**config.mk**
```make
export PLATFORM = sky130hd
export DESIGN_NAME = nae_note_acceptor_mode_escrow_ctrl
export DESIGN_NICKNAME = d
export VERILOG_FILES = /design/src/hw/nae_pkg.sv /design/src/hw/nae_note_acceptor_mode_escrow_ctrl.sv /design/src/hw/nae_tick_timer.sv
export SDC_FILE = /design/constraint.sdc
export NUM_CORES = 1
export LEC_CHECK = 0
export ABC_AREA = 0
export BUFFER_PORTS_ARGS = -buffer_cell sky130_fd_sc_hd__buf_2
export CORE_ASPECT_RATIO = 1.75
export CORE_UTILIZATION = 62
export DETAILED_ROUTE_END_ITERATION = 8
export PLACE_DENSITY_LB_ADDON = 0.05
export SYNTH_ARGS = -nofsm -noshare
export SYNTH_HDL_FRONTEND = slang
export SYNTH_SLANG_ARGS = --single-unit
```
**constraint.sdc**
```tcl
create_clock -name clk_in -period 3.3 [get_ports clk_in]
set_clock_uncertainty 0.05 [all_clocks]
set_input_delay 0.66 -clock clk_in [delete_from_list [all_inputs] [get_ports clk_in]]
set_output_delay 0.66 -clock clk_in [all_outputs]
set_load 0.01 [all_outputs]
```
**src/hw/nae_pkg.sv**
```systemverilog
package nae_pkg;

    localparam int          NAE_CLK_HZ        = 250_000_000;
    localparam int          NAE_TICK_US       = 1000;
    localparam int          NAE_TICK_CYC      = NAE_CLK_HZ / 1_000_000 * NAE_TICK_US;
    localparam int          NAE_PROG_HOLD_MS  = 2000;
    localparam int          NAE_TRUST_HOLD_MS = 3000;
    localparam int          NAE_TRUST_OPEN_MS = 30_000;
    localparam int          NAE_ESCROW_MS     = 30_000;
    localparam int          NAE_CREDIT_MS     = 100;
    localparam int          NAE_OOS_MS        = 45_000;
    localparam int          NAE_LOAD_MS       = 500;
    localparam int          NAE_FAST_HALF_MS  = 62;
    localparam int          NAE_SLOW_HALF_MS  = 250;
    localparam int          NAE_CHANNELS      = 4;
    localparam int          NAE_TW            = 16;
    localparam logic [1:0]  NAE_RST_CHAN      = 2'h0;

    typedef enum logic [1:0] {
        NAE_PROTO_CONFIGURED,
        NAE_PROTO_SERIAL_PROGRAMMING_PROTOCOL
    } nae_proto_t;

    // Note path events from the validation engine, one-cycle pulses.
    typedef struct packed {
        logic       inserted;
        logic       validated;
        logic       removed;
        logic       stacked_done;
        logic       returned_done;
        logic [1:0] channel;
    } nae_note_ev_t;

    // Commands to the transport mechanism, one-cycle pulses.
    typedef struct packed {
        logic stack;
        logic give_back;
    } nae_mech_cmd_t;

endpackage : nae_pkg

```
**src/hw/nae_note_acceptor_mode_escrow_ctrl.sv**
```systemverilog
`timescale 1ns/1ps
`default_nettype none
module nae_note_acceptor_mode_escrow_ctrl
    import nae_pkg::*;
#(
    parameter int TICK_CYC = NAE_TICK_CYC
) (
    // Clock and reset
    input  wire logic                    clk_in,
    input  wire logic                    sys_rst_in,
    // Configuration button and bezel
    input  wire logic                    cfg_button_in,
    output logic                         bezel_led_out,
    // Host pins
    input  wire logic [NAE_CHANNELS-1:0] inhibit_in,
    input  wire logic                    escrow_in,
    output logic [NAE_CHANNELS-1:0]      credit_out,
    // Note path
    input  wire nae_note_ev_t            note_ev_in,
    output nae_mech_cmd_t                mech_cmd_out,
    output logic                         out_of_service_out,
    // Key exchange and mode
    input  wire logic                    key_xchg_req_in,
    output logic                         key_xchg_accept_out,
    output logic                         trusted_out,
    output nae_proto_t                   proto_out,
    output logic                         self_reset_out
);
    ////////////////////////////////////////////////////////////////////////////////
    // Synchronisers and tick.
    logic [2:0] btn_sync_ff;
    logic [1:0] esc_sync_ff;
    logic [NAE_CHANNELS-1:0] inh_s1_ff;
    logic [NAE_CHANNELS-1:0] inh_s2_ff;
    logic [31:0] div_ff;
    logic [31:0] nxt_div;
    logic tick;

    always_comb begin
        nxt_div = (div_ff == 32'(TICK_CYC - 1)) ? 32'h0 : div_ff + 32'h1;
    end

    always_ff @(posedge clk_in) begin
        if (sys_rst_in) begin
            btn_sync_ff <= 3'h0;
            esc_sync_ff <= 2'h0;
            inh_s1_ff   <= '0;
            inh_s2_ff   <= '0;
            div_ff      <= 32'h0;
        end else begin
            btn_sync_ff <= {btn_sync_ff[1:0], cfg_button_in};
            esc_sync_ff <= {esc_sync_ff[0], escrow_in};
            inh_s1_ff   <= inhibit_in;
            inh_s2_ff   <= inh_s1_ff;
            div_ff      <= nxt_div;
        end
    end

    assign tick = (div_ff == 32'h0);
    wire logic btn      = btn_sync_ff[1];
    wire logic btn_rel  = btn_sync_ff[2] && !btn_sync_ff[1];
    wire logic escrow_h = esc_sync_ff[1];

    ////////////////////////////////////////////////////////////////////////////////
    // Button, programming and trusted modes.
    typedef enum logic [2:0] {
        MD_IDLE, MD_LOADING, MD_TRUSTED
    } nae_mode_t;

    nae_mode_t  mode_ff, nxt_mode;
    nae_proto_t proto_ff, nxt_proto;
    logic       rst_pulse_ff, nxt_rst_pulse;
    logic       prog_hold, trust_hold, load_done, trust_end;
    logic       fast_ph, slow_ph;

    nae_tick_timer u_hold_prog (.clk_in(clk_in), .sys_rst_in(sys_rst_in), .arm_in(btn && mode_ff == MD_IDLE),
        .tick_in(tick), .limit_in(NAE_TW'(NAE_PROG_HOLD_MS)), .done_out(prog_hold));
    nae_tick_timer u_hold_trust (.clk_in(clk_in), .sys_rst_in(sys_rst_in), .arm_in(btn && mode_ff == MD_IDLE),
        .tick_in(tick), .limit_in(NAE_TW'(NAE_TRUST_HOLD_MS + 1)), .done_out(trust_hold));
    nae_tick_timer u_load (.clk_in(clk_in), .sys_rst_in(sys_rst_in), .arm_in(mode_ff == MD_LOADING),
        .tick_in(tick), .limit_in(NAE_TW'(NAE_LOAD_MS)), .done_out(load_done));
    nae_tick_timer u_trust (.clk_in(clk_in), .sys_rst_in(sys_rst_in), .arm_in(mode_ff == MD_TRUSTED),
        .tick_in(tick), .limit_in(NAE_TW'(NAE_TRUST_OPEN_MS)), .done_out(trust_end));

    // The flash phase counter is free running on the tick; no need to restart it.
    logic [NAE_TW-1:0] flash_ff, nxt_flash;
    always_comb begin
        nxt_flash = tick ? flash_ff + NAE_TW'(1) : flash_ff;
    end
    assign fast_ph = flash_ff[5];
    assign slow_ph = flash_ff[7];

    // The hold length is judged at release, so a hold past three seconds never
    // also triggers the programming switch.
    logic held2_ff, nxt_held2, held3_ff, nxt_held3;

    always_comb begin
        nxt_mode      = mode_ff;
        nxt_proto     = proto_ff;
        nxt_rst_pulse = 1'b0;
        nxt_held2     = btn ? (held2_ff | prog_hold) : 1'b0;
        nxt_held3     = btn ? (held3_ff | trust_hold) : 1'b0;
        case (mode_ff)
            MD_IDLE: begin
                if (btn_rel && held3_ff) begin
                    nxt_mode = MD_TRUSTED;
                end else if (btn_rel && held2_ff) begin
                    if (proto_ff == NAE_PROTO_CONFIGURED) begin
                        nxt_mode = MD_LOADING;
                    end else begin
                        nxt_proto = NAE_PROTO_CONFIGURED;
                        nxt_rst_pulse = 1'b1;
                    end
                end
            end
            MD_LOADING: begin
                if (load_done) begin
                    nxt_mode      = MD_IDLE;
                    nxt_proto     = NAE_PROTO_SERIAL_PROGRAMMING_PROTOCOL;
                    nxt_rst_pulse = 1'b1;
                end
            end
            MD_TRUSTED: begin
                if (trust_end) begin
                    nxt_mode = MD_IDLE;
                end
            end
            default: nxt_mode = MD_IDLE;
        endcase
    end

    always_ff @(posedge clk_in) begin
        if (sys_rst_in) begin
            mode_ff      <= MD_IDLE;
            proto_ff     <= NAE_PROTO_CONFIGURED;
            rst_pulse_ff <= 1'b0;
            held2_ff     <= 1'b0;
            held3_ff     <= 1'b0;
            flash_ff     <= '0;
        end else begin
            mode_ff      <= nxt_mode;
            proto_ff     <= nxt_proto;
            rst_pulse_ff <= nxt_rst_pulse;
            held2_ff     <= nxt_held2;
            held3_ff     <= nxt_held3;
            flash_ff     <= nxt_flash;
        end
    end

    ////////////////////////////////////////////////////////////////////////////////
    // Escrow.
    typedef enum logic [2:0] {
        ES_WAIT, ES_HELD, ES_CLAIMED, ES_STACKING, ES_RETURNING, ES_VEND_END, ES_OOS
    } nae_esc_t;

    nae_esc_t          esc_ff, nxt_esc;
    logic [1:0]        chan_ff, nxt_chan;
    nae_mech_cmd_t     cmd_ff, nxt_cmd;
    logic              credit_go;
    logic              esc_tmo, oos_end, credit_end;
    logic              credit_on_ff, nxt_credit_on;

    nae_tick_timer u_esc (
        .clk_in     (clk_in),
        .sys_rst_in (sys_rst_in),
        .arm_in     (esc_ff == ES_HELD),
        .tick_in    (tick),
        .limit_in   (NAE_TW'(NAE_ESCROW_MS)),
        .done_out   (esc_tmo)
    );
    nae_tick_timer u_oos (
        .clk_in     (clk_in),
        .sys_rst_in (sys_rst_in),
        .arm_in     (esc_ff == ES_OOS),
        .tick_in    (tick),
        .limit_in   (NAE_TW'(NAE_OOS_MS)),
        .done_out   (oos_end)
    );
    nae_tick_timer u_credit (
        .clk_in     (clk_in),
        .sys_rst_in (sys_rst_in),
        .arm_in     (credit_on_ff),
        .tick_in    (tick),
        .limit_in   (NAE_TW'(NAE_CREDIT_MS)),
        .done_out   (credit_end)
    );

    always_comb begin
        nxt_esc   = esc_ff;
        nxt_chan  = chan_ff;
        nxt_cmd   = '0;
        credit_go = 1'b0;
        case (esc_ff)
            ES_WAIT: begin
                if (note_ev_in.validated) begin
                    nxt_esc   = ES_HELD;
                    nxt_chan  = note_ev_in.channel;
                    credit_go = 1'b1;
                end
            end
            ES_HELD: begin
                if (note_ev_in.removed) begin
                    nxt_esc = ES_OOS;
                end else if (inh_s2_ff[chan_ff]) begin
                    nxt_esc = ES_RETURNING;
                    nxt_cmd.give_back = 1'b1;
                end else if (escrow_h) begin
                    nxt_esc = ES_CLAIMED;
                end else if (esc_tmo) begin
                    nxt_esc = ES_RETURNING;
                    nxt_cmd.give_back = 1'b1;
                end
            end
            ES_CLAIMED: begin
                nxt_esc = ES_STACKING;
                nxt_cmd.stack = 1'b1;
            end
            ES_STACKING: begin
                if (note_ev_in.stacked_done) begin
                    nxt_esc   = ES_VEND_END;
                    credit_go = 1'b1;
                end
            end
            ES_RETURNING: begin
                if (note_ev_in.returned_done) begin
                    nxt_esc = ES_WAIT;
                end
            end
            ES_VEND_END: begin
                if (!escrow_h && !credit_on_ff) begin
                    nxt_esc = ES_WAIT;
                end
            end
            ES_OOS: begin
                if (oos_end) begin
                    nxt_esc = ES_WAIT;
                end
            end
            default: nxt_esc = ES_WAIT;
        endcase
        nxt_credit_on = credit_go | (credit_on_ff & !credit_end);
    end

    always_ff @(posedge clk_in) begin
        if (sys_rst_in) begin
            esc_ff       <= ES_WAIT;
            chan_ff      <= NAE_RST_CHAN;
            cmd_ff       <= '0;
            credit_on_ff <= 1'b0;
        end else begin
            esc_ff       <= nxt_esc;
            chan_ff      <= nxt_chan;
            cmd_ff       <= nxt_cmd;
            credit_on_ff <= nxt_credit_on;
        end
    end

    ////////////////////////////////////////////////////////////////////////////////
    // Outputs.
    logic [NAE_CHANNELS-1:0] credit_ff;
    logic                    led_ff, nxt_led;

    always_comb begin
        case (mode_ff)
            MD_LOADING: nxt_led = fast_ph;
            MD_TRUSTED: nxt_led = slow_ph;
            default:    nxt_led = held2_ff | held3_ff;
        endcase
    end

    always_ff @(posedge clk_in) begin
        if (sys_rst_in) begin
            credit_ff <= '0;
            led_ff    <= 1'b0;
        end else begin
            credit_ff <= credit_on_ff ? (NAE_CHANNELS'(1) << chan_ff) : '0;
            led_ff    <= nxt_led;
        end
    end

    assign credit_out          = credit_ff;
    assign bezel_led_out       = led_ff;
    assign mech_cmd_out        = cmd_ff;
    assign out_of_service_out  = (esc_ff == ES_OOS);
    assign trusted_out         = (mode_ff == MD_TRUSTED);
    assign key_xchg_accept_out = key_xchg_req_in && (mode_ff == MD_TRUSTED);
    assign proto_out           = proto_ff;
    assign self_reset_out      = rst_pulse_ff;
endmodule : nae_note_acceptor_mode_escrow_ctrl
`default_nettype wire

```
**src/hw/nae_tick_timer.sv**
```systemverilog
`timescale 1ns/1ps
`default_nettype none
// Counts ticks while armed; clears the moment arming drops.
module nae_tick_timer
    import nae_pkg::*;
#(
    parameter int W = NAE_TW
) (
    // Clock and reset
    input  wire logic         clk_in,
    input  wire logic         sys_rst_in,
    // Control
    input  wire logic         arm_in,
    input  wire logic         tick_in,
    input  wire logic [W-1:0] limit_in,
    // Status
    output logic              done_out
);
    logic [W-1:0] count_ff;
    logic [W-1:0] nxt_count;

    always_comb begin
        nxt_count = count_ff;
        if (!arm_in) begin
            nxt_count = '0;
        end else if (tick_in && count_ff != limit_in) begin
            nxt_count = count_ff + W'(1);
        end
    end

    always_ff @(posedge clk_in) begin
        if (sys_rst_in) begin
            count_ff <= '0;
        end else begin
            count_ff <= nxt_count;
        end
    end

    assign done_out = arm_in && (count_ff == limit_in);
endmodule : nae_tick_timer
`default_nettype wire

```
**Word level (Yosys, flattened, before mapping)**

Index checks and enable logic that the tools add are counted.

- Bits in registers: 194
- Word-level logic and storage cells: 162
- Output and inout bits: 13
- Input bits: 16

- Shifts and indexed selects: 1
- Order comparisons: 1
- Eq/ne operators: 36
- Bitwise gates (word level): 12
- Add/sub/neg operators: 9
- Mux-type cells: 36
- Reductions and logical operators: 42

Operators by type and width:

| kind | number |
|---|---|
| adder 16 x 1 -> 16 bit, second input constant | 8 |
| two-way mux 3 bit | 14 |
| adder 32 x 1 -> 32 bit, second input constant | 1 |
| equality test 16 x 15 -> 1 bit, second input constant | 2 |
| equality test 32 x 18 -> 1 bit, second input constant | 1 |
| logical NOT 32 bit | 1 |
| inequality test 16 x 15 -> 1 bit, second input constant | 2 |
| one-hot mux 3 bit (7 select lines) | 1 |
| logical AND 1 bit | 20 |
| inequality test 2 bit, second input constant | 9 |
| equality test 16 x 11 -> 1 bit, second input constant | 1 |
| equality test 16 x 12 -> 1 bit, second input constant | 1 |
| equality test 16 bit, second input constant | 1 |
| equality test 16 x 7 -> 1 bit, second input constant | 1 |
| equality test 16 x 9 -> 1 bit, second input constant | 1 |
| inequality test 16 x 11 -> 1 bit, second input constant | 1 |
| inequality test 16 x 12 -> 1 bit, second input constant | 1 |
| inequality test 16 bit, second input constant | 1 |
| inequality test 16 x 7 -> 1 bit, second input constant | 1 |
| inequality test 16 x 9 -> 1 bit, second input constant | 1 |
| OR reduction 2 bit | 8 |
| two-way mux 1 bit | 11 |
| equality test 3 x 2 -> 1 bit, second input constant | 3 |
| equality test 3 bit, second input constant | 3 |
| other kinds (23) | 43 |

**Longest topological paths before layout**

- Depth in word-level cells: 7
- Mapped depth: 9
- Mapped depth without buffers: 7

**Modules after synthesis**

A second synthesis with hierarchy kept.

- Cells, all modules: 1236
- Area total of the unflattened synthesis: 10184.8 um2

By module, submodules not included:

| module | cells an instance | instances | seq. area each (um2) | area each (um2) |
|---|---|---|---|---|
| nae_tick_timer (u_credit ...) | 121 | 6 | 320.3 | 952.2 |
| nae_note_acceptor_mode_escrow_ctrl | 391 | 1 | 1441.4 | 3430.8 |
| nae_tick_timer (u_trust) | 119 | 1 | 320.3 | 1041.0 |

**Least setup slack after synthesis**

No wires, ideal clock.

- Path kind: register to register
- Start: register div_ff[18]
- End: register u_oos.count_ff[14]
- Cell stages (with the launch flop): 7
- Data required time: 3180 ps
- Clock period less this slack: 2626 ps
- Slack: 674 ps
- Setup time: 70 ps
- Path buffers: 1
- Data arrival time: 2505 ps
- Cells stage by stage: dfxtp_1 > or4_4 > or3_4 > or4_4 > buf_6 > or4_1 > a21oi_1

- Word-level cells in the longest chain between the ends: 2

RTL lines:

| what | RTL line | RTL |
|---|---|---|
| from (decl) | nae_note_acceptor_mode_escrow_ctrl.sv:35 | `logic [31:0] div_ff;` |
| from (signal assigned) | nae_note_acceptor_mode_escrow_ctrl.sv:55 | `div_ff <= nxt_div;` |
| logical NOT 32 bit | nae_note_acceptor_mode_escrow_ctrl.sv:59 | `assign tick = (div_ff == 32'h0);` |
| logical AND 1 bit | nae_tick_timer.sv:26 | `end else if (tick_in && count_ff != limit_in) begin` |
| to (signal assigned) | nae_tick_timer.sv:35 | `count_ff <= nxt_count;` |
| to (decl) | nae_tick_timer.sv:19 | `logic [W-1:0] count_ff;` |

No other way between the ends.
A chain may end at the register's enable or synchronous reset.

**Worst setup path after layout**

- Start: register div_ff[0]
- End: register flash_ff[5]

- Word-level cells in the longest chain between the ends: 1

RTL lines:

| what | RTL line | RTL |
|---|---|---|
| logical NOT 32 bit | nae_note_acceptor_mode_escrow_ctrl.sv:59 |  |
| to (signal assigned) | nae_note_acceptor_mode_escrow_ctrl.sv:146 | `flash_ff <= nxt_flash;` |
| to (decl) | nae_note_acceptor_mode_escrow_ctrl.sv:86 | `logic [NAE_TW-1:0] flash_ff, nxt_flash;` |

No other way between the ends.

==> key figures <==
Detailed routing
  • DR vias: approximately 7700
  • First DRT Iteration DRCs: about 370
  • DR vias/cell: between 6 and 7
  • Pre-antenna DRT Iters: 5
  • Detail Route Antenna Nets: 0
  • DR WL/cell: 15.9 um
  • WL final: 20.0 mm
  • DRC viols: 0

Setup path
  • Nature of the critical path startpoint: flop
  • Worst path cell trace: inv_1, ha_1, or4b_2, or4_1, buf_12, nor3_1, or4b_2, nand2_1
  • Worst Setup Path Type: reg2reg
  • Cell mode on critical path: or4b_2
  • Critical Path RT: approximately 3600 ps
  • Arrival time worst endpoint: 3290 ps
  • Crit-path max FO: 39
  • CP Capture Type: flop
  • Max incr delay on CP: ~650 ps
  • Critical-path top delay cell: or4b_2

Run
  • Max-cap violations: 0

CTS
  • Hold_buf cts: 0
  • CTS max path bufs: 2
  • TritonCTS clock tree: done
  • Post-CTS Repair Setup Buffers: 0
  • Total CTS buffers: 17
  • CTS Root Cell: clkbuf_16
  • PostCTS Resize Cnt: 0
  • Htree depth: 4
  • Clock Sinks: 184
  • Worst skew pair latency: roughly 420 ps
  • Worst-path clk slew: 70 ps

Layout
  • Final core occ: 70.0%
  • Nets@finish: between 1000 and 1500
  • Antenna Cells: 0
  • P&R area growth vs syn: 9.93%
  • Fill cell count: approximately 1200
  • Share of cells above drive strength 1: about 9.0%

Timing
  • Minimum clock period: approximately 3000 ps
  • Crit share post-route: around 90%
  • Unrepaired setup endpoints after global routing: false
  • Final Hold Violating Endpoints: 0
  • Setup violators final: 0
  • Post-route setup TNS: 0 ps
  • Fmax: about 340 MHz
  • Final worst setup slack: around 330 ps
  • Hold WS: slightly below 400 ps
  • Worst slew margin: roughly 54%
  • Worst Max-Slew Pin Slew: approximately 700 ps
  • Max-slew violation count: 0

Die
  • Die area: about 15000 sq um
  • IO Pins: 29
  • Initial Util: 63.6%
  • Core Region: between 10000 and 15000 sq um
  • Die width: around 93 um
  • # rows: 57
  • Chip height: between 150 and 200 um

GRT
  • First-pass GRT wire length: 34.1 mm
  • Initial antenna violation count: 0
  • Vias in the first global route: 7548
  • Tot GR Track Use: 28.1%
  • Largest net degree at the start of global routing: 40
  • Remaining Overflow, GRT: 0

Pwr
  • P_sw: 1180 uW
  • Pleak: 0.00314 uW
  • Power Dens Cells: between 400 and 500 nW/um^2
  • Sw frac: 24.5%
  • Max VDD drop: approximately 0.35 mV
  • Comb pwr share: approximately 8%
  • Sequential Power Share: between 40% and 50%
  • Int Pwr: 3630 uW
  • Clk pwr share: 43.7%
  • Power consumption: about 4800 uW

Logic synthesis
  • Post-Synthesis Cell Area: roughly 9000 sq um
  • Synth Register Bits: between 150 and 200
  • Avg Inst Size Synth: 8.42 sq um
  • Mapped Cells: around 1100
  • Sequential area share after synthesis: between 40% and 50%
  • Area leader, netlist: dfxtp_1
  • Post-synthesis cell type count: 59
  • Syn nets: ~1100
  • Synth warnings: 0
  • Yosys top cell area share: about 41%
  • Async set-reset flop share out of synthesis: 0%
  • Top area cells in the synthesized netlist: dfxtp_1 (41%), xnor2_1 (6.3%), nor2_1 (4.7%)
  • Number of synthesized flops with an enable pin: 0
  • Most used flip-flop cell after synthesis: dfxtp_1

Placed design
  • HPWL after DPL: 13.5 mm
  • Port bufs: 26
  • Routability cong.: about 0.85
  • Post-Place Setup Slack: approximately 350 ps

Min path
  • HP Class: reg2reg

Outcome
  • Status: completed
-- cell families (layout without fill, tap and decap cells) --
family	Yosys count	count (layout)	share of synthesized area (%)
and+or+nand+nor	531	531	33.1
DFF	184	184	41.4
AOI/OAI and AO/OA	147	147	9.89
buffers and inverters	85	108	3.76
xor gates and xnor gates	78	78	7.68
adders and majority gates	20	20	2.81
muxes	10	10	1.28
other	1	1	0.0422
-- cell usage in the layout (no fill, tap or decap), drive strengths merged, types with 5 or more instances in the layout --
| cell type | n |
|---|---|
| inv | 39 |
| buf | 41 |
| mux2i | 8 |
| nor4 | 41 |
| or4 | 34 |
| clkbuf | 19 |
| and3 | 19 |
| nand2 | 74 |
| nand4 | 47 |
| a211oi | 5 |
| and4 | 14 |
| xor2 | 14 |
| o21ai | 37 |
| o31ai | 19 |
| xnor2 | 64 |
| nor2 | 112 |
| nor2b | 21 |
| or4b | 6 |
| nand2b | 5 |
| dfxtp | 184 |
| nor3b | 6 |
| a21oi | 60 |
| nand3 | 53 |
| nor4b | 6 |
| or2 | 7 |
| ha | 20 |
| a31oi | 6 |
| nand4b | 5 |
| nor3 | 32 |
| and2 | 6 |
| or3 | 33 |
-- power by group through the flow --
stage / Combinational, uW / Sequential [uW] / Clock (uW)
floorplan: 292 / 2340 / 0
global placement: 384 / 2370 / 0
detailed placement: 389 / 2370 / 0
CTS: 392 / 2320 / 2140
global route: 429 / 2320 / 2230
finish: 390 / 2320 / 2100
-- cells in the mapped netlist, types with 32 or more instances --
library cell,instances
dfxtp_1,184
nor2_1,111
nand2_1,74
xnor2_1,64
a21oi_1,60
nand3_1,53
nand4_1,47
nor4_1,40
clkbuf_1,39
o21ai_0,37
inv_1,34
nor3_1,32
or3_1,32
or4_1,32
-- path summary, 6_finish.rpt --
path / end / depth (start not counted) / slack [ps] / from
worst max-delay path: flash_ff[5] / 8 / 330 / div_ff[0]
worst min-delay path: inh_s2_ff[3] / 1 / 390 / inh_s1_ff[3]
worst max register to register: flash_ff[5] / 8 / 330 / div_ff[0]
worst min register to register: inh_s2_ff[3] / 1 / 390 / inh_s1_ff[3]
-- metal layers --
metal,GRT usage [%],part of all wire (%)
met3,4.64,3.3
met5,0,0
met1,30.2,40
met4,14.8,3.7
met2,51.6,52
-- critical path, delay by kind of cell, from the launching register on --
family	cells	cell delay, ps
and+or+nand+nor	5	2050
buffers and inverters	2	280
DFF	1	350
adders and majority gates	1	170
-- state kept, by name (all words and copies together) (netlist names), 4 cells and up --
signal	cells
div_ff	32
u_credit.count_ff	16
u_esc.count_ff	16
u_hold_prog.count_ff	16
u_hold_trust.count_ff	16
u_load.count_ff	16
u_oos.count_ff	16
u_trust.count_ff	16
flash_ff	8
credit_out	4
inh_s1_ff	4
inh_s2_ff	4
-- stage by stage --
stage               cell area, sq um  instances
floorplan                       8900       1056
global placement                9170       1224
detailed placement              9170       1224
CTS                             9780       1256
global route                    9780       1256
finish                          9780       1256
-- cell type report --
class                   count  area [sq um]  share of cell area [%]
clock buffers              19           443                    4.53
clock inverters            13           166                    1.70
inverters                  35           131                    1.34
multi-input cells         787          4880                    49.9
flip-flops and latches    184          3680                    37.7
well taps                 177           221                    2.26
repair buffers             41           255                    2.61
No activity file was read; power rests on OpenSTA's default activity.
